File: src/shared/slrb_params.svh
// Operation
// - Protect bit set: no receive stores; auto mode answers not-ready instead of ready.
// - Auto select bit picks auto mode, or addressed mode without control field; link clears.
// - Optional poll reply bit gates auto answer to unnumbered poll with poll zero.
// - Receive overrun flag in status bit 3, set and cleared by link logic.
// - Link sets interrupt flag bit 4, one CPU interrupt source, vector 23H.
// - Request-to-send bit 5: CPU reads and writes; link writes only in auto mode.
// - Receive-empty bit 6 enables receive; CPU sets it, link clears after a frame.
// - CPU sets transmit-full bit 7 after filling buffer; link may clear it.
// - Sequence register: send count 7:5, send error 4, receive count 3:1, error 0.
// - Receive error on count mismatch; send error unless equal or one ahead.
// - Non-auto mode leaves send and receive sequence counters untouched.
// - Transmit length gives information bytes; zero gives an empty field.
// - Buffer addressing never wraps; buffer end forced at RAM address 191.
// - Non-auto mode takes control field from transmit control byte register.
// - Receive area length gives allotted bytes, zero valid; written only when empty clear (code accepts CPU writes whatever bit 6 holds).
// - Reset clears status and sequence registers so link comes up idle.
// - No-control-field mode bit set means frames carry no control field.
`ifndef SLRB_PARAMS_SVH
`define SLRB_PARAMS_SVH
`define SLRB_ADDR_STS 8'hc8
`define SLRB_ADDR_RXLEN 8'hcb
`define SLRB_ADDR_RXPTR 8'hcc
`define SLRB_ADDR_STATION_ADDR 8'hce
`define SLRB_ADDR_SEQ 8'hd8
`define SLRB_ADDR_TCB 8'hda
`define SLRB_ADDR_TXLEN 8'hdb
`define SLRB_ADDR_TXPTR 8'hdc
`define SLRB_RST_BYTE 8'h00
`define SLRB_RST_CNT 3'h0
`define SLRB_BUF_END 8'hbf
`define SLRB_B_PROT 0
`define SLRB_B_AUTO 1
`define SLRB_B_OPB 2
`define SLRB_B_OVR 3
`define SLRB_B_IRQ 4
`define SLRB_B_RTS 5
`define SLRB_B_RXE 6
`define SLRB_B_TBF 7
`define SLRB_CTL_RR 4'h1
`define SLRB_CTL_RNR 4'h5
`define SLRB_INT_VECTOR 8'h23
`endif

File: src/shared/slrb_pkg.sv
package slrb_pkg;
  typedef logic [7:0] slrb_byte_t;
  typedef logic [2:0] slrb_cnt_t;
  typedef enum logic [1:0] {
    SLRB_M_FLEX = 2'b00,
    SLRB_M_AUTO = 2'b01,
    SLRB_M_ADDR = 2'b11
  } slrb_mode_e;
endpackage : slrb_pkg

File: src/design/slrb_bank.sv
`timescale 1ns/10ps
`default_nettype none
`include "slrb_params.svh"
module slrb_bank
  import slrb_pkg::*;
(
  input wire logic sys_clk, // System clock 50 MHz
  input wire logic resetn, // Sync reset, active low
  input wire slrb_pkg::slrb_byte_t sfr_addr, // CPU register address
  input wire slrb_pkg::slrb_byte_t sfr_wdata, // CPU write data
  input wire logic sfr_wr, // CPU write strobe
  output slrb_pkg::slrb_byte_t sfr_rdata, // CPU read data
  output logic sfr_hit, // Address is ours
  input wire logic no_control_field_mode, // Mode register bit 1
  input wire logic rx_frame_start, // Link: frame begins
  input wire logic rx_byte, // Link: info byte arrived
  input wire logic rx_frame_done, // Link: good frame ended
  input wire logic rx_numbered, // Frame carries counts
  input wire slrb_pkg::slrb_cnt_t peer_ns, // Received send count
  input wire slrb_pkg::slrb_cnt_t peer_nr, // Received receive count
  input wire logic rx_opt_poll, // Unnumbered poll, poll bit zero
  input wire logic tx_frame_start, // Link: transmit begins
  input wire logic tx_byte, // Link: info byte sent
  input wire logic tx_frame_done, // Link: transmit ended
  input wire logic auto_rts_set, // Auto: link raises send request
  input wire logic auto_rts_clr, // Auto: link drops send request
  input wire logic auto_leave, // Link drops auto select
  input wire logic opb_set, // Link sets optional poll bit
  input wire logic opb_clr, // Link clears optional poll bit
  input wire logic ovr_clr, // Link clears overrun
  output slrb_pkg::slrb_mode_e link_mode, // Effective mode
  output logic rx_store_en, // Storing into receive buffer
  output slrb_pkg::slrb_byte_t rx_ram_addr, // Receive RAM address
  output logic rx_buf_end, // Receive buffer end
  output slrb_pkg::slrb_byte_t tx_ram_addr, // Transmit RAM address
  output logic tx_more, // Transmit bytes remain
  output slrb_pkg::slrb_byte_t tx_ctrl, // Outgoing control field
  output logic tx_ctrl_present, // Control field sent
  output logic opt_poll_answer, // Auto reply to optional poll
  output slrb_pkg::slrb_byte_t station_addr, // Station address
  output logic rts_out, // Request-to-send level
  output logic link_irq // Interrupt flag level
);
  import slrb_pkg::*;

  // ----------------------------------------
  // Register storage
  // ----------------------------------------
  slrb_byte_t sts_ff;
  slrb_byte_t seq_ff;
  slrb_byte_t station_ff;
  slrb_byte_t tx_start_ptr_ff;
  slrb_byte_t tx_len_ff;
  slrb_byte_t tx_ctrl_byte_ff;
  slrb_byte_t rx_start_ptr_ff;
  slrb_byte_t rx_area_len_ff;
  slrb_byte_t rdata_ff;
  logic in_rx_ff;
  logic wr_sts, wr_seq, rx_err, tx_err, auto_on, rx_active;
  slrb_byte_t nxt_sts;
  slrb_byte_t nxt_seq;

  // Strobes for the two registers that the link also edits
  assign wr_sts = sfr_wr && (sfr_addr == `SLRB_ADDR_STS);
  assign wr_seq = sfr_wr && (sfr_addr == `SLRB_ADDR_SEQ);

  // ----------------------------------------
  // Mode decode
  // ----------------------------------------
  // Without control field the select bit means addressed, not auto
  always_comb begin
    if (!sts_ff[`SLRB_B_AUTO]) begin
      link_mode = SLRB_M_FLEX;
    end else if (no_control_field_mode) begin
      link_mode = SLRB_M_ADDR;
    end else begin
      link_mode = SLRB_M_AUTO;
    end
  end
  assign auto_on = (link_mode == SLRB_M_AUTO);

  // ----------------------------------------
  // Status register: link events win over CPU writes
  // ----------------------------------------
  always_comb begin
    nxt_sts = wr_sts ? sfr_wdata : sts_ff;
    if (auto_leave) nxt_sts[`SLRB_B_AUTO] = 1'b0;
    if (opb_clr) nxt_sts[`SLRB_B_OPB] = 1'b0;
    if (opb_set) nxt_sts[`SLRB_B_OPB] = 1'b1;
    if (ovr_clr) nxt_sts[`SLRB_B_OVR] = 1'b0;
    // Overrun: byte arrived with no room left or storing blocked
    if (rx_byte && in_rx_ff && !(rx_active && !sts_ff[`SLRB_B_PROT])) begin
      nxt_sts[`SLRB_B_OVR] = 1'b1;
    end
    if (auto_on && auto_rts_clr) nxt_sts[`SLRB_B_RTS] = 1'b0;
    if (auto_on && auto_rts_set) nxt_sts[`SLRB_B_RTS] = 1'b1;
    if (tx_frame_done) nxt_sts[`SLRB_B_TBF] = 1'b0;
    if (rx_frame_done && in_rx_ff) nxt_sts[`SLRB_B_RXE] = 1'b0;
    // A completed transmit frame, or a receive frame while tracked, interrupts; set beats a CPU clear
    if ((rx_frame_done && in_rx_ff) || tx_frame_done) begin
      nxt_sts[`SLRB_B_IRQ] = 1'b1;
    end
  end

  // Status flops; cleared so the link comes up idle
  always_ff @(posedge sys_clk) begin
    if (!resetn) begin
      sts_ff <= `SLRB_RST_BYTE;
    end else begin
      sts_ff <= nxt_sts;
    end
  end

  // ----------------------------------------
  // Sequence counts, auto mode only
  // ----------------------------------------
  slrb_seq_check u_seq (
    .local_ns(seq_ff[7:5]),
    .local_nr(seq_ff[3:1]),
    .peer_ns(peer_ns),
    .peer_nr(peer_nr),
    .recv_err(rx_err),
    .send_err(tx_err)
  );

  always_comb begin
    nxt_seq = wr_seq ? sfr_wdata : seq_ff;
    // Non-auto modes never touch the counts
    if (auto_on && rx_frame_done && in_rx_ff && rx_numbered) begin
      nxt_seq[0] = rx_err;
      nxt_seq[4] = tx_err;
      if (!rx_err && !sts_ff[`SLRB_B_PROT]) begin
        nxt_seq[3:1] = slrb_cnt_t'(seq_ff[3:1] + 3'h1);
      end
    end
    if (auto_on && tx_frame_done && rx_numbered) begin
      nxt_seq[7:5] = slrb_cnt_t'(seq_ff[7:5] + 3'h1);
    end
  end

  // Sequence flops; counts restart at zero
  always_ff @(posedge sys_clk) begin
    if (!resetn) begin
      seq_ff <= `SLRB_RST_BYTE;
    end else begin
      seq_ff <= nxt_seq;
    end
  end

  // ----------------------------------------
  // Parameter registers, CPU written only
  // ----------------------------------------
  always_ff @(posedge sys_clk) begin
    if (!resetn) begin
      station_ff <= `SLRB_RST_BYTE;
      tx_start_ptr_ff <= `SLRB_RST_BYTE;
      tx_len_ff <= `SLRB_RST_BYTE;
      tx_ctrl_byte_ff <= `SLRB_RST_BYTE;
      rx_start_ptr_ff <= `SLRB_RST_BYTE;
      rx_area_len_ff <= `SLRB_RST_BYTE;
    end else if (sfr_wr) begin
      case (sfr_addr)
        `SLRB_ADDR_STATION_ADDR: station_ff <= sfr_wdata;
        `SLRB_ADDR_TXPTR: tx_start_ptr_ff <= sfr_wdata;
        `SLRB_ADDR_TXLEN: tx_len_ff <= sfr_wdata;
        `SLRB_ADDR_TCB: tx_ctrl_byte_ff <= sfr_wdata;
        `SLRB_ADDR_RXPTR: rx_start_ptr_ff <= sfr_wdata;
        `SLRB_ADDR_RXLEN: rx_area_len_ff <= sfr_wdata;
        default: station_ff <= station_ff;
      endcase
    end
  end

  // ----------------------------------------
  // Read path, registered; unmapped reads zero
  // ----------------------------------------
  always_ff @(posedge sys_clk) begin
    if (!resetn) begin
      rdata_ff <= `SLRB_RST_BYTE;
    end else begin
      case (sfr_addr)
        `SLRB_ADDR_STS: rdata_ff <= sts_ff;
        `SLRB_ADDR_SEQ: rdata_ff <= seq_ff;
        `SLRB_ADDR_STATION_ADDR: rdata_ff <= station_ff;
        `SLRB_ADDR_TXPTR: rdata_ff <= tx_start_ptr_ff;
        `SLRB_ADDR_TXLEN: rdata_ff <= tx_len_ff;
        `SLRB_ADDR_TCB: rdata_ff <= tx_ctrl_byte_ff;
        `SLRB_ADDR_RXPTR: rdata_ff <= rx_start_ptr_ff;
        `SLRB_ADDR_RXLEN: rdata_ff <= rx_area_len_ff;
        default: rdata_ff <= `SLRB_RST_BYTE;
      endcase
    end
  end
  assign sfr_rdata = rdata_ff;
  assign sfr_hit = (sfr_addr == `SLRB_ADDR_STS) || (sfr_addr == `SLRB_ADDR_SEQ) ||
    (sfr_addr == `SLRB_ADDR_STATION_ADDR) || (sfr_addr == `SLRB_ADDR_TXPTR) ||
    (sfr_addr == `SLRB_ADDR_TXLEN) || (sfr_addr == `SLRB_ADDR_TCB) ||
    (sfr_addr == `SLRB_ADDR_RXPTR) || (sfr_addr == `SLRB_ADDR_RXLEN);

  // ----------------------------------------
  // Receive frame tracking: only while enabled
  // ----------------------------------------
  always_ff @(posedge sys_clk) begin
    if (!resetn) begin
      in_rx_ff <= 1'b0;
    end else if (rx_frame_start && sts_ff[`SLRB_B_RXE]) begin
      in_rx_ff <= 1'b1;
    end else if (rx_frame_done) begin
      in_rx_ff <= 1'b0;
    end
  end

  // ----------------------------------------
  // Buffer walkers
  // ----------------------------------------
  slrb_buf_addr u_rx_buf (
    .sys_clk(sys_clk),
    .resetn(resetn),
    .start(rx_frame_start && sts_ff[`SLRB_B_RXE]),
    .base(rx_start_ptr_ff),
    .len(rx_area_len_ff),
    .step(rx_byte && !sts_ff[`SLRB_B_PROT]),
    .addr(rx_ram_addr),
    .active(rx_active),
    .buf_end(rx_buf_end)
  );

  slrb_buf_addr u_tx_buf (
    .sys_clk(sys_clk),
    .resetn(resetn),
    .start(tx_frame_start),
    .base(tx_start_ptr_ff),
    .len(tx_len_ff),
    .step(tx_byte),
    .addr(tx_ram_addr),
    .active(tx_more),
    .buf_end()
  );

  // Protect bit blocks every store
  assign rx_store_en = rx_byte && in_rx_ff && rx_active && !sts_ff[`SLRB_B_PROT];

  // ----------------------------------------
  // Outgoing control field
  // ----------------------------------------
  // Auto mode builds its own supervisory reply; busy answer under protect
  always_comb begin
    if (auto_on) begin
      // Receive count acknowledges; bit 4 is the final bit, always set
      tx_ctrl[7:5] = seq_ff[3:1];
      tx_ctrl[4] = 1'b1;
      tx_ctrl[3:0] = sts_ff[`SLRB_B_PROT] ? `SLRB_CTL_RNR : `SLRB_CTL_RR;
    end else begin
      tx_ctrl = tx_ctrl_byte_ff;
    end
  end
  // Level outputs; station address, send request and interrupt straight from the registers
  assign tx_ctrl_present = !no_control_field_mode;
  assign opt_poll_answer = rx_opt_poll && auto_on && sts_ff[`SLRB_B_OPB];
  assign station_addr = station_ff;
  assign rts_out = sts_ff[`SLRB_B_RTS];
  assign link_irq = sts_ff[`SLRB_B_IRQ];

  // ----------------------------------------
  // Checks
  // ----------------------------------------
  // Protect must freeze the walker too, or later bytes land past a gap
  chk_protect_store: assert property (@(posedge sys_clk) disable iff (!resetn)
    sts_ff[`SLRB_B_PROT] |-> !rx_store_en)
    else $error("store while protected");
  chk_protect_addr: assert property (@(posedge sys_clk) disable iff (!resetn)
    sts_ff[`SLRB_B_PROT] && !rx_frame_start |=> $stable(rx_ram_addr))
    else $error("receive address moved while protected");
  chk_irq_set_wins: assert property (@(posedge sys_clk) disable iff (!resetn)
    tx_frame_done |=> link_irq)
    else $error("interrupt flag not set");
  chk_irq_rx: assert property (@(posedge sys_clk) disable iff (!resetn)
    rx_frame_done && in_rx_ff |=> link_irq)
    else $error("receive frame did not interrupt");
  chk_rxe_clear: assert property (@(posedge sys_clk) disable iff (!resetn)
    rx_frame_done && in_rx_ff |=> !sts_ff[`SLRB_B_RXE])
    else $error("receive enable not cleared");
  chk_tbf_clear: assert property (@(posedge sys_clk) disable iff (!resetn)
    tx_frame_done |=> !sts_ff[`SLRB_B_TBF])
    else $error("transmit full not cleared");
  chk_seq_hold: assert property (@(posedge sys_clk) disable iff (!resetn)
    !auto_on && !wr_seq |=> $stable(seq_ff))
    else $error("counts moved outside auto mode");
  chk_rts_auto: assert property (@(posedge sys_clk) disable iff (!resetn)
    !auto_on && !wr_sts |=> $stable(sts_ff[`SLRB_B_RTS]))
    else $error("send request changed by link");
  chk_nr_wrap: assert property (@(posedge sys_clk) disable iff (!resetn)
    auto_on && rx_frame_done && in_rx_ff && rx_numbered && !rx_err &&
    !sts_ff[`SLRB_B_PROT] && !wr_seq && seq_ff[3:1] == 3'h7 |=> seq_ff[3:1] == 3'h0)
    else $error("receive count did not wrap");
  chk_ns_wrap: assert property (@(posedge sys_clk) disable iff (!resetn)
    auto_on && tx_frame_done && rx_numbered && !wr_seq && seq_ff[7:5] == 3'h7 |=>
    seq_ff[7:5] == 3'h0)
    else $error("send count did not wrap");
  chk_reset_idle: assert property (@(posedge sys_clk)
    !resetn |=> sts_ff == `SLRB_RST_BYTE && seq_ff == `SLRB_RST_BYTE)
    else $error("reset left link busy");
  chk_ovr_flag: assert property (@(posedge sys_clk) disable iff (!resetn)
    rx_byte && in_rx_ff && sts_ff[`SLRB_B_PROT] |=> sts_ff[`SLRB_B_OVR])
    else $error("overrun not flagged");
endmodule : slrb_bank
`default_nettype wire

File: src/design/slrb_seq_check.sv
`timescale 1ns/10ps
`default_nettype none
`include "slrb_params.svh"
module slrb_seq_check
  import slrb_pkg::*;
(
  input wire slrb_pkg::slrb_cnt_t local_ns, // Local send count
  input wire slrb_pkg::slrb_cnt_t local_nr, // Local receive count
  input wire slrb_pkg::slrb_cnt_t peer_ns, // Primary send count
  input wire slrb_pkg::slrb_cnt_t peer_nr, // Primary receive count
  output logic recv_err, // Receive count mismatch
  output logic send_err // Send count not acked
);
  import slrb_pkg::*;
  slrb_cnt_t ns_plus;
  // Modulo-eight successor wraps naturally in three bits
  assign ns_plus = slrb_cnt_t'(local_ns + 3'h1);
  // Mismatch tests
  assign recv_err = (peer_ns != local_nr);
  assign send_err = (peer_nr != local_ns) && (peer_nr != ns_plus);
endmodule : slrb_seq_check
`default_nettype wire

File: src/design/slrb_buf_addr.sv
`timescale 1ns/10ps
`default_nettype none
`include "slrb_params.svh"
module slrb_buf_addr
  import slrb_pkg::*;
(
  input wire logic sys_clk, // System clock
  input wire logic resetn, // Sync reset, active low
  input wire logic start, // Load pointer pulse
  input wire slrb_pkg::slrb_byte_t base, // Start pointer
  input wire slrb_pkg::slrb_byte_t len, // Byte count
  input wire logic step, // Advance one byte
  output slrb_pkg::slrb_byte_t addr, // Current RAM address
  output logic active, // Bytes remain
  output logic buf_end // End reached
);
  import slrb_pkg::*;
  slrb_byte_t addr_ff;
  slrb_byte_t left_ff;
  logic end_ff;
  assign addr = addr_ff;
  assign active = (left_ff != `SLRB_RST_BYTE) && !end_ff;
  assign buf_end = end_ff;
  // Address walk; stops at top of RAM, never wraps
  always_ff @(posedge sys_clk) begin
    if (!resetn) begin
      addr_ff <= `SLRB_RST_BYTE;
      left_ff <= `SLRB_RST_BYTE;
      end_ff <= 1'b0;
    end else if (start) begin
      addr_ff <= base;
      left_ff <= len;
      end_ff <= (len == `SLRB_RST_BYTE);
    end else if (step && active) begin
      left_ff <= slrb_byte_t'(left_ff - 8'h01);
      if (addr_ff == `SLRB_BUF_END) begin
        end_ff <= 1'b1;
      end else begin
        addr_ff <= slrb_byte_t'(addr_ff + 8'h01);
        end_ff <= (left_ff == 8'h01);
      end
    end
  end
  chk_no_wrap: assert property (@(posedge sys_clk) disable iff (!resetn)
    (addr_ff == `SLRB_BUF_END) && step && active && !start |=>
    end_ff && (addr_ff == `SLRB_BUF_END))
    else $error("buffer address passed its end");
  chk_zero_len: assert property (@(posedge sys_clk) disable iff (!resetn)
    start && (len == `SLRB_RST_BYTE) |=> !active)
    else $error("empty field still active");
endmodule : slrb_buf_addr
`default_nettype wire

File: config.mk
export PLATFORM = sky130hd
export DESIGN_NAME = slrb_bank
export DESIGN_NICKNAME = d
export VERILOG_FILES = /design/src/shared/slrb_pkg.sv /design/src/design/slrb_bank.sv /design/src/design/slrb_seq_check.sv /design/src/design/slrb_buf_addr.sv
export VERILOG_INCLUDE_DIRS = /design/src /design/src/shared
export SDC_FILE = /design/constraint.sdc
export NUM_CORES = 1
export LEC_CHECK = 0
export ABC_CLOCK_PERIOD_IN_PS = 2850
export BUFFER_PORTS_ARGS = -buffer_cell sky130_fd_sc_hd__buf_2
export CAP_MARGIN = 20
export CORE_MARGIN = 4
export CORE_UTILIZATION = 50
export CTS_CLUSTER_DIAMETER = 150
export DETAILED_ROUTE_END_ITERATION = 8
export PLACE_DENSITY = 0.71
export SKIP_LAST_GASP = 1
export SYNTH_ARGS = -nofsm -noshare
export SYNTH_HDL_FRONTEND = slang
export SYNTH_HIERARCHICAL = 1
export SYNTH_SLANG_ARGS = --single-unit
File: constraint.sdc
create_clock -name sys_clk -period 2.85 [get_ports sys_clk]
set_input_delay 0.57 -clock sys_clk [delete_from_list [all_inputs] [get_ports sys_clk]]
set_output_delay 0.57 -clock sys_clk [all_outputs]
set_load 0.05 [all_outputs]
Word-level counts from Yosys, hierarchy flattened
Index checks and enable logic that the tools add are counted.
- output and inout bits: 50
- word-level logic and storage cells: 148
- flip-flop bits (word level): 107
- bits of input ports: 40
- eq/ne operators: 18
- muxes and demuxes: 35
- reduce and logical (&&, ||, !) cells: 63
- add/subtract/negate cells: 6
- bitwise operators: 1
- operator list (kind ; number):
    8-bit two-way mux ; 12
    8-bit equality test (second input constant) ; 10
    8-bit one-hot mux with 8 select lines ; 1
    1-bit logical AND ; 25
    8-bit by 1-bit adder with 8-bit output (second input constant) ; 2
    8-bit by 1-bit equality test with 1-bit output (second input constant) ; 2
    8-bit zero test ; 2
    2-bit AND reduction ; 8
    8-bit nonzero test ; 2
    8-bit by 1-bit subtractor with 8-bit output (second input constant) ; 2
    1-bit two-way mux ; 15
    2-bit nonzero test ; 6
    3-bit two-way mux ; 3
    3-bit != test ; 3
    3-bit nonzero test ; 3
    1-bit logical OR ; 8
    3-bit by 1-bit adder with 3-bit output (second input constant) ; 2
    1-bit zero test ; 6
    6-bit two-way mux ; 1
    2-bit OR reduction ; 3
    5-bit two-way mux ; 1
    2-bit two-way mux ; 2
    2-bit by 1-bit equality test with 1-bit output (second input constant) ; 1
    2-bit by 1-bit != test with 1-bit output (second input constant) ; 1
    other kinds (2) ; 2

Longest topological paths before layout
Gate-level depths: netlist of run 1.
- word-level depth: 8
- mapped depth: 7
- mapped depth without buffers: 6

Modules after synthesis
The synthesis of run 1 kept the hierarchy.
- modules (own cells, without submodules) (module ; area an instance (um^2) ; cells each ; seq. area each (um^2) ; times used):
    slrb_bank ; 3684.8 ; 422 ; 1461.4 ; 1
    slrb_buf_addr at u_tx_buf ; 1086.0 ; 129 ; 340.3 ; 1
    slrb_buf_addr at u_rx_buf ; 1072.3 ; 129 ; 340.3 ; 1
    slrb_seq_check ; 98.8 ; 12 ; 0.0 ; 1

Worst setup path before layout of run 1
No wires, ideal clock.
- path type: input to output
- start point: in sfr_addr[2]
- end point: out sfr_hit
- path buffers: 2
- arrival: 1.798 ns
- cell stages on the path: 5
- required time: 2.280 ns
- path slack: 0.482 ns
- cells stage by stage: clkbuf_1 clkbuf_1 nor3_1 o21ai_0 and3_1
- longest elaborated chain between the ends: 8
- elaborated cells on any way between the ends: 15
- classes of those cells: eq/ne: 8; reduce/logical: 7
- RTL lines (what ; RTL line ; source):
    start: declaration ; slrb_bank.sv:9 ; input wire slrb_pkg::slrb_byte_t sfr_addr,
    8-bit equality test ; - ;
    1-bit logical OR (6 in a row) ; slrb_bank.sv:195 ; assign sfr_hit = (sfr_addr == `SLRB_ADDR_STS) || (sfr_addr == `SLRB_ADDR_SEQ) ||
    1-bit logical OR (*) ; slrb_bank.sv:195 ;
    end: declaration ; slrb_bank.sv:13 ; output logic sfr_hit,
Mark *: on every way between the ends. The rest lies on a longest branch, timed or not.

Worst setup path after layout of run 1
- start point: reg u_rx_buf.left_ff[0]
- end point: out rx_store_en
- longest elaborated chain between the ends: 4
- RTL lines (what ; RTL line ; source):
    start: declaration ; slrb_buf_addr.sv:19 ; slrb_byte_t left_ff;
    start signal: assignment ; slrb_buf_addr.sv:28 ; left_ff <= `SLRB_RST_BYTE;
    start signal: assignment ; slrb_buf_addr.sv:32 ; left_ff <= len;
    start signal: assignment ; slrb_buf_addr.sv:35 ; left_ff <= slrb_byte_t'(left_ff - 8'h01);
    8-bit nonzero test (no source line) ; - ;
    1-bit logical AND ; slrb_buf_addr.sv:22 ; assign active = (left_ff != `SLRB_RST_BYTE) && !end_ff;
    via rx_active ; slrb_bank.sv:59 ; logic wr_sts, wr_seq, rx_err, tx_err, auto_on, rx_active;
    1-bit logical AND (2 in a row) ; slrb_bank.sv:241 ; assign rx_store_en = rx_byte && in_rx_ff && rx_active && !sts_ff[`SLRB_B_PROT];
    end: declaration ; slrb_bank.sv:32 ; output logic rx_store_en,
The timed path passes the listed nets, and every way through them passes these cells.

==> summary.txt, run 1 <==
outcome = completed
Final Critical Period = 2.61 ns
buffer type at the clock tree root = sky130_fd_sc_hd__clkbuf_16
final setup vio count = 0
IR drop worst, VDD = 503 uV
portion of the post-synthesis area used by sequential elements = 0.360
Area Growth Syn to Fin = 13.9%
PostCTS Resize Cnt = 0
worst min-delay path class = input port to flop
count of buffers from port buffering = 89
average footprint of a synthesized cell = 8.59 um2
TritonCTS clock tree = yes
Wirelength per Cell = 19.1 um
Placed Instance Area = 6480 um2
number of vias after detailed routing = 5630
register bit count reported by yosys = 107
Worst-Margin Slew = 0.701 ns
count of hold-fix buffers inserted at cts = 0
worst endpoint required time = 2.28 ns
setup repair after global routing missed its margin = false
startpoint type of the worst setup path = flop
largest net degree at the start of global routing = 33
overall global routing resource usage = 0.259
final clock period utilization by the worst path = 0.915
chip width = 117 um
crit path kind = flop to output pin
final worst clock skew = 0.00714 ns
gate count of the mapped netlist = 692
diodes inserted = 0
logic depth of the worst register-to-register path = 6
Critical Path Max Stage Delay = 0.42 ns
vias per inst = 6.19
detailed placer's ending HPWL = 12800 um
GR Overflow Total = 0
area fraction of the dominant cell type after synthesis = 0.360
leakage power of the design = 2.68 nW
global-route wire length before repair = 27400 um
stages on the worst setup path = 6
deepest level of the CTS H-tree = 3
family with the most delay on the worst path = flip-flops
number of distinct library cell variants in the gate-level netlist after synthesis = 74
number of nets at the end of the flow = 813
I/O pin cnt = 90
Hold Vio Cnt, Final = 0
dominant cells by area after synthesis = sky130_fd_sc_hd__dfxtp_1, sky130_fd_sc_hd__mux2i_1, sky130_fd_sc_hd__o21ai_0
share of synthesized flip-flops with an asynchronous set or reset = 0
upper clock frequency limit = 0.383 GHz
share of cells above drive strength 1 = 0.211
number of global-route vias before repair = 5182
fraction of the mapped netlist area in simple logic gates = 0.256
overall power = 0.00396 W
Routability Congestion = 0.924
Warnings, synthesis = 6
origin of the worst setup path = u_rx_buf/left_ff[0]
post-synthesis compound-gate area fraction = 0.173
initial core utilization = 0.516
critical path buffer and inverter count = 2
launch instance of the worst min-delay path = auto_leave
area enclosed by the die boundary = 13700 um2
Netlist Area Pre-Place = 5940 um2
number of routed nets with antenna violations = 0
number of violations reported at the end of detailed-routing iteration 0 = 547
number of clock buffers inserted by TritonCTS = 9
drt pass-1 iters = 5
Adder-Cell Fraction of Synth Area = 0.0232
Yosys top cell by area = sky130_fd_sc_hd__dfxtp_1
Critical-path top delay cell = sky130_fd_sc_hd__dfxtp_1
most common library cell in the layout ignoring fill and taps = sky130_fd_sc_hd__dfxtp_1
die span in y = 117 um
clock input transition at the sequential cells of the worst setup and hold paths = 0.07 ns
Setup Total Neg Slack = 0 ns
drt drc = 0
arrival time reported for the critical path endpoint = 2.04 ns
Setup crit end kind = output pin
PwrDens = 585 nW/um2
Fill cells = 1044
post-CTS setup buffers = 0
later-pin clock latency in the skew report = 0.36 ns
CP cell instances = inv_1 -> ha_1 -> nor3b_2 -> a21oi_1 -> and3_1 -> buf_2
number of placement rows = 39
worst flop-to-flop path startpoint = u_tx_buf/left_ff[0]
maximum fanout along the worst path = 5
Post-Route WL = 17400 um
dominant combinational cell family by area after synthesis = simple AND/OR/NAND/NOR gates
mux cell area share after synthesis = 0.116
number of synthesized flops with an enable pin = 0
area of the placeable core = 11500 um2
endpoint of the worst-slack reg-to-reg timing path = u_tx_buf/addr[5]
number of max-cap violations = 0
register-to-register path setup slack = 0.67 ns
Relative slew margins = 0.532
XOR/XNOR Fraction of Synth Area = 0.0221
number of antenna violations at the first check in global routing = 0
termination of the worst setup path = rx_store_en
number of pins with negative max-slew slack in the final report = 0
worst slack on hold paths = 0.367 ns
post-route cell area = 6770 um2
most used flip-flop cell after synthesis = sky130_fd_sc_hd__dfxtp_1
Post-Syn Nets = 743
highest-count cells in the layout ignoring fill and taps = sky130_fd_sc_hd__dfxtp_1, sky130_fd_sc_hd__buf_2, sky130_fd_sc_hd__mux2i_1, sky130_fd_sc_hd__nor2_1, sky130_fd_sc_hd__o21ai_0
number of buffers on the longest clock path = 2
number of clock sinks = 107
## final cells by class
class,instances,area [um2],area share
multi-input cells,519,3510,0.518
well taps,143,179,0.0264
clock inverters,3,21.3,0.00314
clock buffers,13,270,0.0399
repair buffers,107,581,0.0858
flip-flops and latches,107,2140,0.316
inverters,18,67.6,0.00998
## layer usage
layer  track usage  up-vias  share of wire
li1              -     2684              -
met1         0.357     2713           0.45
met2         0.407      197           0.46
met3        0.0406       36          0.062
met4         0.103        0          0.026
met5             0        -              0
## Yosys cell counts, types with 9 or more instances
| library cell | instances |
|---|---|
| sky130_fd_sc_hd__a31oi_1 | 25 |
| sky130_fd_sc_hd__nor2_1 | 58 |
| sky130_fd_sc_hd__o31ai_1 | 11 |
| sky130_fd_sc_hd__nand2_1 | 39 |
| sky130_fd_sc_hd__xnor2_1 | 10 |
| sky130_fd_sc_hd__nor3_1 | 15 |
| sky130_fd_sc_hd__nand3_1 | 25 |
| sky130_fd_sc_hd__o21ai_0 | 47 |
| sky130_fd_sc_hd__nand3b_1 | 15 |
| sky130_fd_sc_hd__a21oi_1 | 39 |
| sky130_fd_sc_hd__nand2b_1 | 10 |
| sky130_fd_sc_hd__dfxtp_1 | 107 |
| sky130_fd_sc_hd__ha_1 | 11 |
| sky130_fd_sc_hd__mux2i_1 | 60 |
| sky130_fd_sc_hd__nand4_1 | 9 |
| sky130_fd_sc_hd__and3_1 | 14 |
| sky130_fd_sc_hd__or4_1 | 9 |
| sky130_fd_sc_hd__nor2b_1 | 9 |
| sky130_fd_sc_hd__clkbuf_1 | 40 |
| sky130_fd_sc_hd__inv_1 | 17 |
## stage by stage
stage / setup WS [ns] / cells / utilization
floorplan: 0.482 / 692 / -
global placement: 0.408 / 894 / 0.563
detailed placement: 0.373 / 894 / 0.563
CTS: 0.263 / 910 / 0.588
global route: 0.157 / 910 / 0.588
finish: 0.242 / 910 / 0.588
## power by group
part / switching [W] / leakage [nW] / internal (W)
combinational: 0.000629 / 1.68 / 0.000395
clock: 0.000563 / 0.142 / 0.000665
sequential: 0.000121 / 0.867 / 0.00158
## cell families after synthesis
| family | count (synthesis) |
|---|---|
| muxes | 68 |
| adders and majority gates | 11 |
| and+or+nand+nor | 263 |
| buffers and inverters | 66 |
| xor gates and xnor gates | 15 |
| AOI/OAI and AO/OA | 162 |
| DFF | 107 |
## how the worst min path moves through the flow
stage	depth (start not counted)	end
6_report	2	sts_ff[1]
2_1_floorplan	2	tx_ctrl_byte_ff[4]
4_1_cts	2	sts_ff[1]
3_5_place_dp	2	tx_ctrl_byte_ff[0]
5_1_grt	2	sts_ff[1]
3_3_place_gp	2	tx_ctrl_byte_ff[0]
Power figures use the tool's default switching activity.
==> run 2, diff against run 1 <==
--- a/config.mk
+++ b/config.mk
@@ -14,8 +14,7 @@
 export CTS_CLUSTER_DIAMETER = 150
 export DETAILED_ROUTE_END_ITERATION = 8
-export PLACE_DENSITY = 0.71
+export PLACE_DENSITY = 0.72
 export SKIP_LAST_GASP = 1
 export SYNTH_ARGS = -nofsm -noshare
 export SYNTH_HDL_FRONTEND = slang
-export SYNTH_HIERARCHICAL = 1
 export SYNTH_SLANG_ARGS = --single-unit
==> constraint.sdc (replaced) <==
create_clock -name sys_clk -period 2.85 [get_ports sys_clk]
set_input_delay 0.57 -clock sys_clk [delete_from_list [all_inputs] [get_ports sys_clk]]
set_output_delay 0.57 -clock sys_clk [all_outputs]
set_load 0.01 [all_outputs]
==> run 2 against run 1 <==
Against the previous run: sequential power decreased by 4%; non-clock buffer count decreased by 5; clock skew decreased by 0.0012 ns; critical path depth unchanged; largest cell class unchanged.
==> summary.txt, run 2 <==
Area Growth Syn to Fin = 14.7%
worst endpoint required time = 2.28 ns
most used routing layer = met2
clock input transition at the sequential cells of the worst setup and hold paths = 0.07 ns
drt drc = 0
Relative slew margins = 0.342
Netlist Area Pre-Place = 5740 um2
post-route non-filler standard cell count = 848
initial core utilization = 0.521
TritonCTS clock tree = yes
count of hold-fix buffers inserted at cts = 0
Post-Route WL = 16700 um
leakage power of the design = 2.70 nW
buffer type at the clock tree root = sky130_fd_sc_hd__clkbuf_16
number of pins with negative max-slew slack in the final report = 0
sequential fraction of design power = 0.433
Post-Syn Nets = 692
Setup Total Neg Slack = 0 ns
average footprint of a synthesized cell = 8.95 um2
crit path kind = flop to output pin
number of routed nets with antenna violations = 0
met3 track demand over resource in global routing = 0.0532
top cell types by occurrence after synthesis = sky130_fd_sc_hd__dfxtp_1, sky130_fd_sc_hd__nor2_1, sky130_fd_sc_hd__mux2i_1
most used flip-flop cell after synthesis = sky130_fd_sc_hd__dfxtp_1
deepest level of the CTS H-tree = 3
maximum fanout along the worst path = 7
post-CTS setup buffers = 0
PwrDens = 578 nW/um2
diodes inserted = 0
switching power of the nets = 0.00108 W
portion of total power attributed to combinational logic = 0.189
area of all sequential standard cells = 2140 um2
area enclosed by the die boundary = 13300 um2
area fraction of the dominant cell type after synthesis = 0.373
number of distinct library cell variants in the gate-level netlist after synthesis = 71
M1 GR Usage = 0.319
Wirelength per Cell = 19.7 um
internal power component = 0.00272 W
share of synthesized flip-flops with an asynchronous set or reset = 0
share of cells above drive strength 1 = 0.205
overall global routing resource usage = 0.251
PostCTS Resize Cnt = 0
GR Overflow Total = 0
number of nets at the end of the flow = 754
Hold Vio Cnt, Final = 0
portion of the post-synthesis area used by sequential elements = 0.373
fraction of met2 tracks used by global routing = 0.431
Yosys top cell by area = sky130_fd_sc_hd__dfxtp_1
CP cell instances = inv_1 -> ha_1 -> or3b_2 -> o21a_1 -> and2_1 -> buf_2
cell with the most instances after synthesis = sky130_fd_sc_hd__dfxtp_1
number of clock buffers inserted by TritonCTS = 9
number of max-cap violations = 0
number of vias after detailed routing = 5354
drt pass-1 iters = 5
final setup vio count = 0
Worst-Margin Slew = 0.976 ns
number of synthesized flops with an enable pin = 0
number of buffers on the longest clock path = 2
number of clock sinks = 107
number of global-route vias before repair = 5153
startpoint type of the worst setup path = flop
Setup crit end kind = output pin
number of antenna violations at the first check in global routing = 0
outcome = completed
number of placed instances, taps included = 833
later-pin clock latency in the skew report = 0.35 ns
Critical-path top delay cell = sky130_fd_sc_hd__or3b_2
detailed placer's ending HPWL = 12300 um
most common library cell in the layout ignoring fill and taps = sky130_fd_sc_hd__dfxtp_1
Final Critical Period = 2.63 ns
I/O pin cnt = 90
number of placement rows = 38
number of violations reported at the end of detailed-routing iteration 0 = 463
gate count of the mapped netlist = 642
largest net degree at the start of global routing = 38
final clock period utilization by the worst path = 0.923
Fill cells = 982
vias per inst = 6.31
count of buffers from port buffering = 89
worst min-delay path class = input port to flop
clock power share = 0.378
chip width = 115 um
dominant cells by area after synthesis = sky130_fd_sc_hd__dfxtp_1, sky130_fd_sc_hd__mux2i_1, sky130_fd_sc_hd__nor2_1
Worst Hold Depth = 2
die span in y = 115 um
register bit count reported by yosys = 107
area of the placeable core = 11000 um2
upper clock frequency limit = 0.380 GHz
footprint of the multi-input gates = 3310 um2
global-route wire length before repair = 26300 um
Critical Path Max Stage Delay = 0.52 ns
highest-count cells in the layout ignoring fill and taps = sky130_fd_sc_hd__dfxtp_1, sky130_fd_sc_hd__buf_2, sky130_fd_sc_hd__nor2_1, sky130_fd_sc_hd__mux2i_1, sky130_fd_sc_hd__o21ai_0
Net Sw Frac = 0.284
Routability Congestion = 0.928
logic depth of the worst register-to-register path = 6
final worst clock skew = 0.00592 ns
arrival time reported for the critical path endpoint = 2.06 ns
Warnings, synthesis = 0
setup repair after global routing missed its margin = false
IR drop worst, VDD = 690 uV
-- run 2: changes by cell type in the layout (fill, tap and decap cells not counted), sizes merged, moves of 7 or more --
cell / change
nor2: +7
nand2: -23
a21oi: -18
o21ai: -9
nand3b: -12
nor3: -8
a211oi: +10
a22o: +13
-- run 2: area by class of cell --
type                       instances  share of cell area
timing repair buffer             102              0.0843
clock inverter                     4              0.0150
sequential                       107               0.325
clock buffer                      11              0.0369
inverter                          17             0.00969
multi-input combinational        467               0.502
tap                              140              0.0266
-- run 2: routing by layer --
layer / up-vias / wire length (um)
met2: 203 / 8240
met3: 41 / 1080
met1: 2562 / 6930
met4: 0 / 422
met5: - / 0
li1: 2548 / -
-- run 2: cells by family after synthesis --
logic type,count (synthesis),synth area share
multiplexers,65,0.115
adder cells (fa/ha/maj),10,0.0218
XOR/XNOR,15,0.0253
AO/OA/AOI/OAI,174,0.212
AND/OR/NAND/NOR,203,0.202
buffers and inverters,68,0.0512
flip-flops,107,0.373
-- run 2: critical path: cells and delay by family (launching register included) --
family          cells  cell delay [ns]
simple gates        2             0.71
fa+ha+maj           1             0.14
compound gates      1             0.29
flops               1             0.34
buf+inv             2             0.23
-- run 2: power groups by stage --
| stage | clock (W) | sequential (W) | combinational (W) |
|---|---|---|---|
| after global routing | 0.00151 | 0.00166 | 0.000809 |
| after detailed placement | 0 | 0.00168 | 0.000715 |
| after floorplan | 0 | 0.00167 | 0.000552 |
| after CTS | 0.00145 | 0.00165 | 0.000718 |
| after global placement | 0 | 0.00168 | 0.000695 |
| final | 0.00144 | 0.00165 | 0.000719 |
-- run 2: per-stage QoR --
step,total power [W],cell area [um2],hold WS (ns),util,setup WS (ns)
after floorplan,0.00222,5740,0.459,-,0.727
after global placement,0.00237,6240,0.494,0.566,0.522
after detailed placement,0.00240,6240,0.503,0.566,0.485
after CTS,0.00382,6590,0.381,0.597,0.208
after global routing,0.00398,6590,0.379,0.597,0.109
final,0.00381,6590,0.381,0.597,0.219
-- run 2: worst paths after layout --
check	start	slack [ns]	end
worst max-delay path	u_rx_buf.left_ff[1]	0.22	rx_store_en
worst min-delay path	auto_leave	0.38	sts_ff[1]
worst min register to register	in_rx_ff	0.52	in_rx_ff
worst max register to register	u_rx_buf.left_ff[1]	0.69	u_rx_buf.left_ff[4]
==> run 3, diff against run 2 <==
CELL_PAD_IN_SITES_DETAIL_PLACEMENT = 0   (was not set)
CELL_PAD_IN_SITES_GLOBAL_PLACEMENT = 1   (was not set)
CORE_UTILIZATION = 43   (was 50)
PLACE_DENSITY = not set   (was 0.72)
PLACE_DENSITY_LB_ADDON = 0.1   (was not set)
==> run 3 against run 2 <==
Against the previous run: die area up 15%; combinational power fell by 1%; flip-flop and latch count unchanged; critical path depth unchanged; first-iteration DRC count is 9.7% higher; largest power group unchanged.
==> summary.txt, run 3 (same netlist as run 2, synthesis figures left out) <==
setup slack at placement = 0.472 ns
most common library cell in the layout ignoring fill and taps = sky130_fd_sc_hd__dfxtp_1
number of pins with negative max-slew slack in the final report = 0
termination of the worst setup path = rx_store_en
outcome = completed
global-route wire length before repair = 26700 um
Worst-Margin Slew = 0.970 ns
number of routed nets with antenna violations = 0
I/O pin cnt = 90
number of antenna violations at the first check in global routing = 0
Final Critical Period = 2.66 ns
die span in y = 124 um
drt pass-1 iters = 5
number of placement rows = 41
area of the placeable core = 12800 um2
number of nets at the end of the flow = 755
leakage power of the design = 2.67 nW
worst min-delay path class = input port to flop
worst endpoint required time = 2.28 ns
number of vias after detailed routing = 5310
area enclosed by the die boundary = 15300 um2
origin of the worst setup path = u_rx_buf.left_ff[0]
deepest level of the CTS H-tree = 3
number of clock sinks = 107
endpoint of the worst-slack reg-to-reg timing path = u_rx_buf.addr[3]
count of hold-fix buffers inserted at cts = 0
launch instance of the worst min-delay path = auto_leave
final clock period utilization by the worst path = 0.934
drt drc = 0
setup repair after global routing missed its margin = false
Post-Route WL = 17400 um
TritonCTS clock tree = yes
number of buffers on the longest clock path = 2
share of cells above drive strength 1 = 0.208
Hold Vio Cnt, Final = 0
Setup crit end kind = output pin
post-route cell area = 6570 um2
Area Growth Syn to Fin = 14.4%
GR Overflow Total = 0
portion of total power attributed to combinational logic = 0.198
clock power share = 0.341
detailed placer's ending HPWL = 12700 um
register-to-register path setup slack = 0.68 ns
chip width = 124 um
worst flop-to-flop path startpoint = u_rx_buf.left_ff[0]
arrival time reported for the critical path endpoint = 2.09 ns
largest net degree at the start of global routing = 34
diodes inserted = 0
number of violations reported at the end of detailed-routing iteration 0 = 508
CP cell instances = inv_1 -> ha_1 -> or3b_2 -> o21a_1 -> and2_1 -> buf_2
post-route non-filler standard cell count = 882
number of global-route vias before repair = 4919
maximum fanout along the worst path = 7
number of max-cap violations = 0
Wirelength per Cell = 19.7 um
switching power of the nets = 0.00110 W
Critical Path Max Stage Delay = 0.52 ns
count of buffers from port buffering = 89
highest-count cells in the layout ignoring fill and taps = sky130_fd_sc_hd__dfxtp_1, sky130_fd_sc_hd__buf_2, sky130_fd_sc_hd__nor2_1, sky130_fd_sc_hd__mux2i_1, sky130_fd_sc_hd__o21ai_0
PostCTS Resize Cnt = 0
buffer type at the clock tree root = sky130_fd_sc_hd__clkbuf_16
final worst clock skew = 0.00490 ns
crit path kind = flop to output pin
number of placed instances, taps included = 866
vias per inst = 6.02
logic depth of the worst register-to-register path = 6
Critical-path top delay cell = sky130_fd_sc_hd__or3b_2
Setup WS post-layout = 0.188 ns
initial core utilization = 0.448
number of clock buffers inserted by TritonCTS = 9
PwrDens = 546 nW/um2
Setup Total Neg Slack = 0 ns
internal power component = 0.00248 W
overall global routing resource usage = 0.229
Routability Congestion = 0.938
startpoint type of the worst setup path = flop
IR drop worst, VDD = 364 uV
Net Sw Frac = 0.307
post-CTS setup buffers = 0
upper clock frequency limit = 0.376 GHz
Placed Instance Area = 6280 um2
final setup vio count = 0
sequential fraction of design power = 0.461
clock input transition at the sequential cells of the worst setup and hold paths = 0.07 ns
Relative slew margins = 0.347
later-pin clock latency in the skew report = 0.36 ns
run 3: power by group through the flow:
stage / Clock, W / Combinational (W) / Sequential [W]
finish: 0.00122 / 0.000710 / 0.00165
detailed placement: 0 / 0.000705 / 0.00168
CTS: 0.00126 / 0.000711 / 0.00165
global placement: 0 / 0.000688 / 0.00168
floorplan: 0 / 0.000552 / 0.00167
global route: 0.00131 / 0.000793 / 0.00166
run 3: layout make-up:
cell class / count / area (um2)
fillers: 1269 / 6260
multi-input cells: 467 / 3310
flip-flops and latches: 107 / 2140
repair buffers: 103 / 551
clock buffers: 11 / 253
well taps: 172 / 215
inverters: 17 / 63.8
clock inverters: 5 / 36.3
run 3: worst min path at each step:
| stage | end | slack (ns) | cells past startpoint |
|---|---|---|---|
| 4_1_cts | sts_ff[1] | 0.35 | 2 |
| 3_3_place_gp | in_rx_ff | 0.49 | 2 |
| 5_1_grt | sts_ff[1] | 0.35 | 2 |
| 2_1_floorplan | seq_ff[4] | 0.46 | 2 |
| 6_report | sts_ff[1] | 0.37 | 2 |
| 3_5_place_dp | in_rx_ff | 0.50 | 2 |
run 3: routing by layer:
layer / vias up / GRT usage / wire length (um)
met3: 23 / 0.0522 / 1200
met1: 2553 / 0.306 / 7800
met5: - / 0 / 0
met4: 0 / 0.0706 / 313
li1: 2543 / - / -
met2: 191 / 0.367 / 8100
run 3: stage by stage:
step	power, W	util	hold slack [ns]
global route	0.00377	0.512	0.354
detailed placement	0.00239	0.490	0.498
floorplan	0.00222	-	0.459
global placement	0.00237	0.490	0.487
finish	0.00359	0.512	0.365
CTS	0.00362	0.512	0.350
run 3: worst max-delay path, delay by kind of cell (launching register included):
family | cells | cell delay [ns]
buffers and inverters | 2 | 0.23
and+or+nand+nor | 2 | 0.71
DFF | 1 | 0.36
AOI/OAI and AO/OA | 1 | 0.29
adders and majority gates | 1 | 0.15
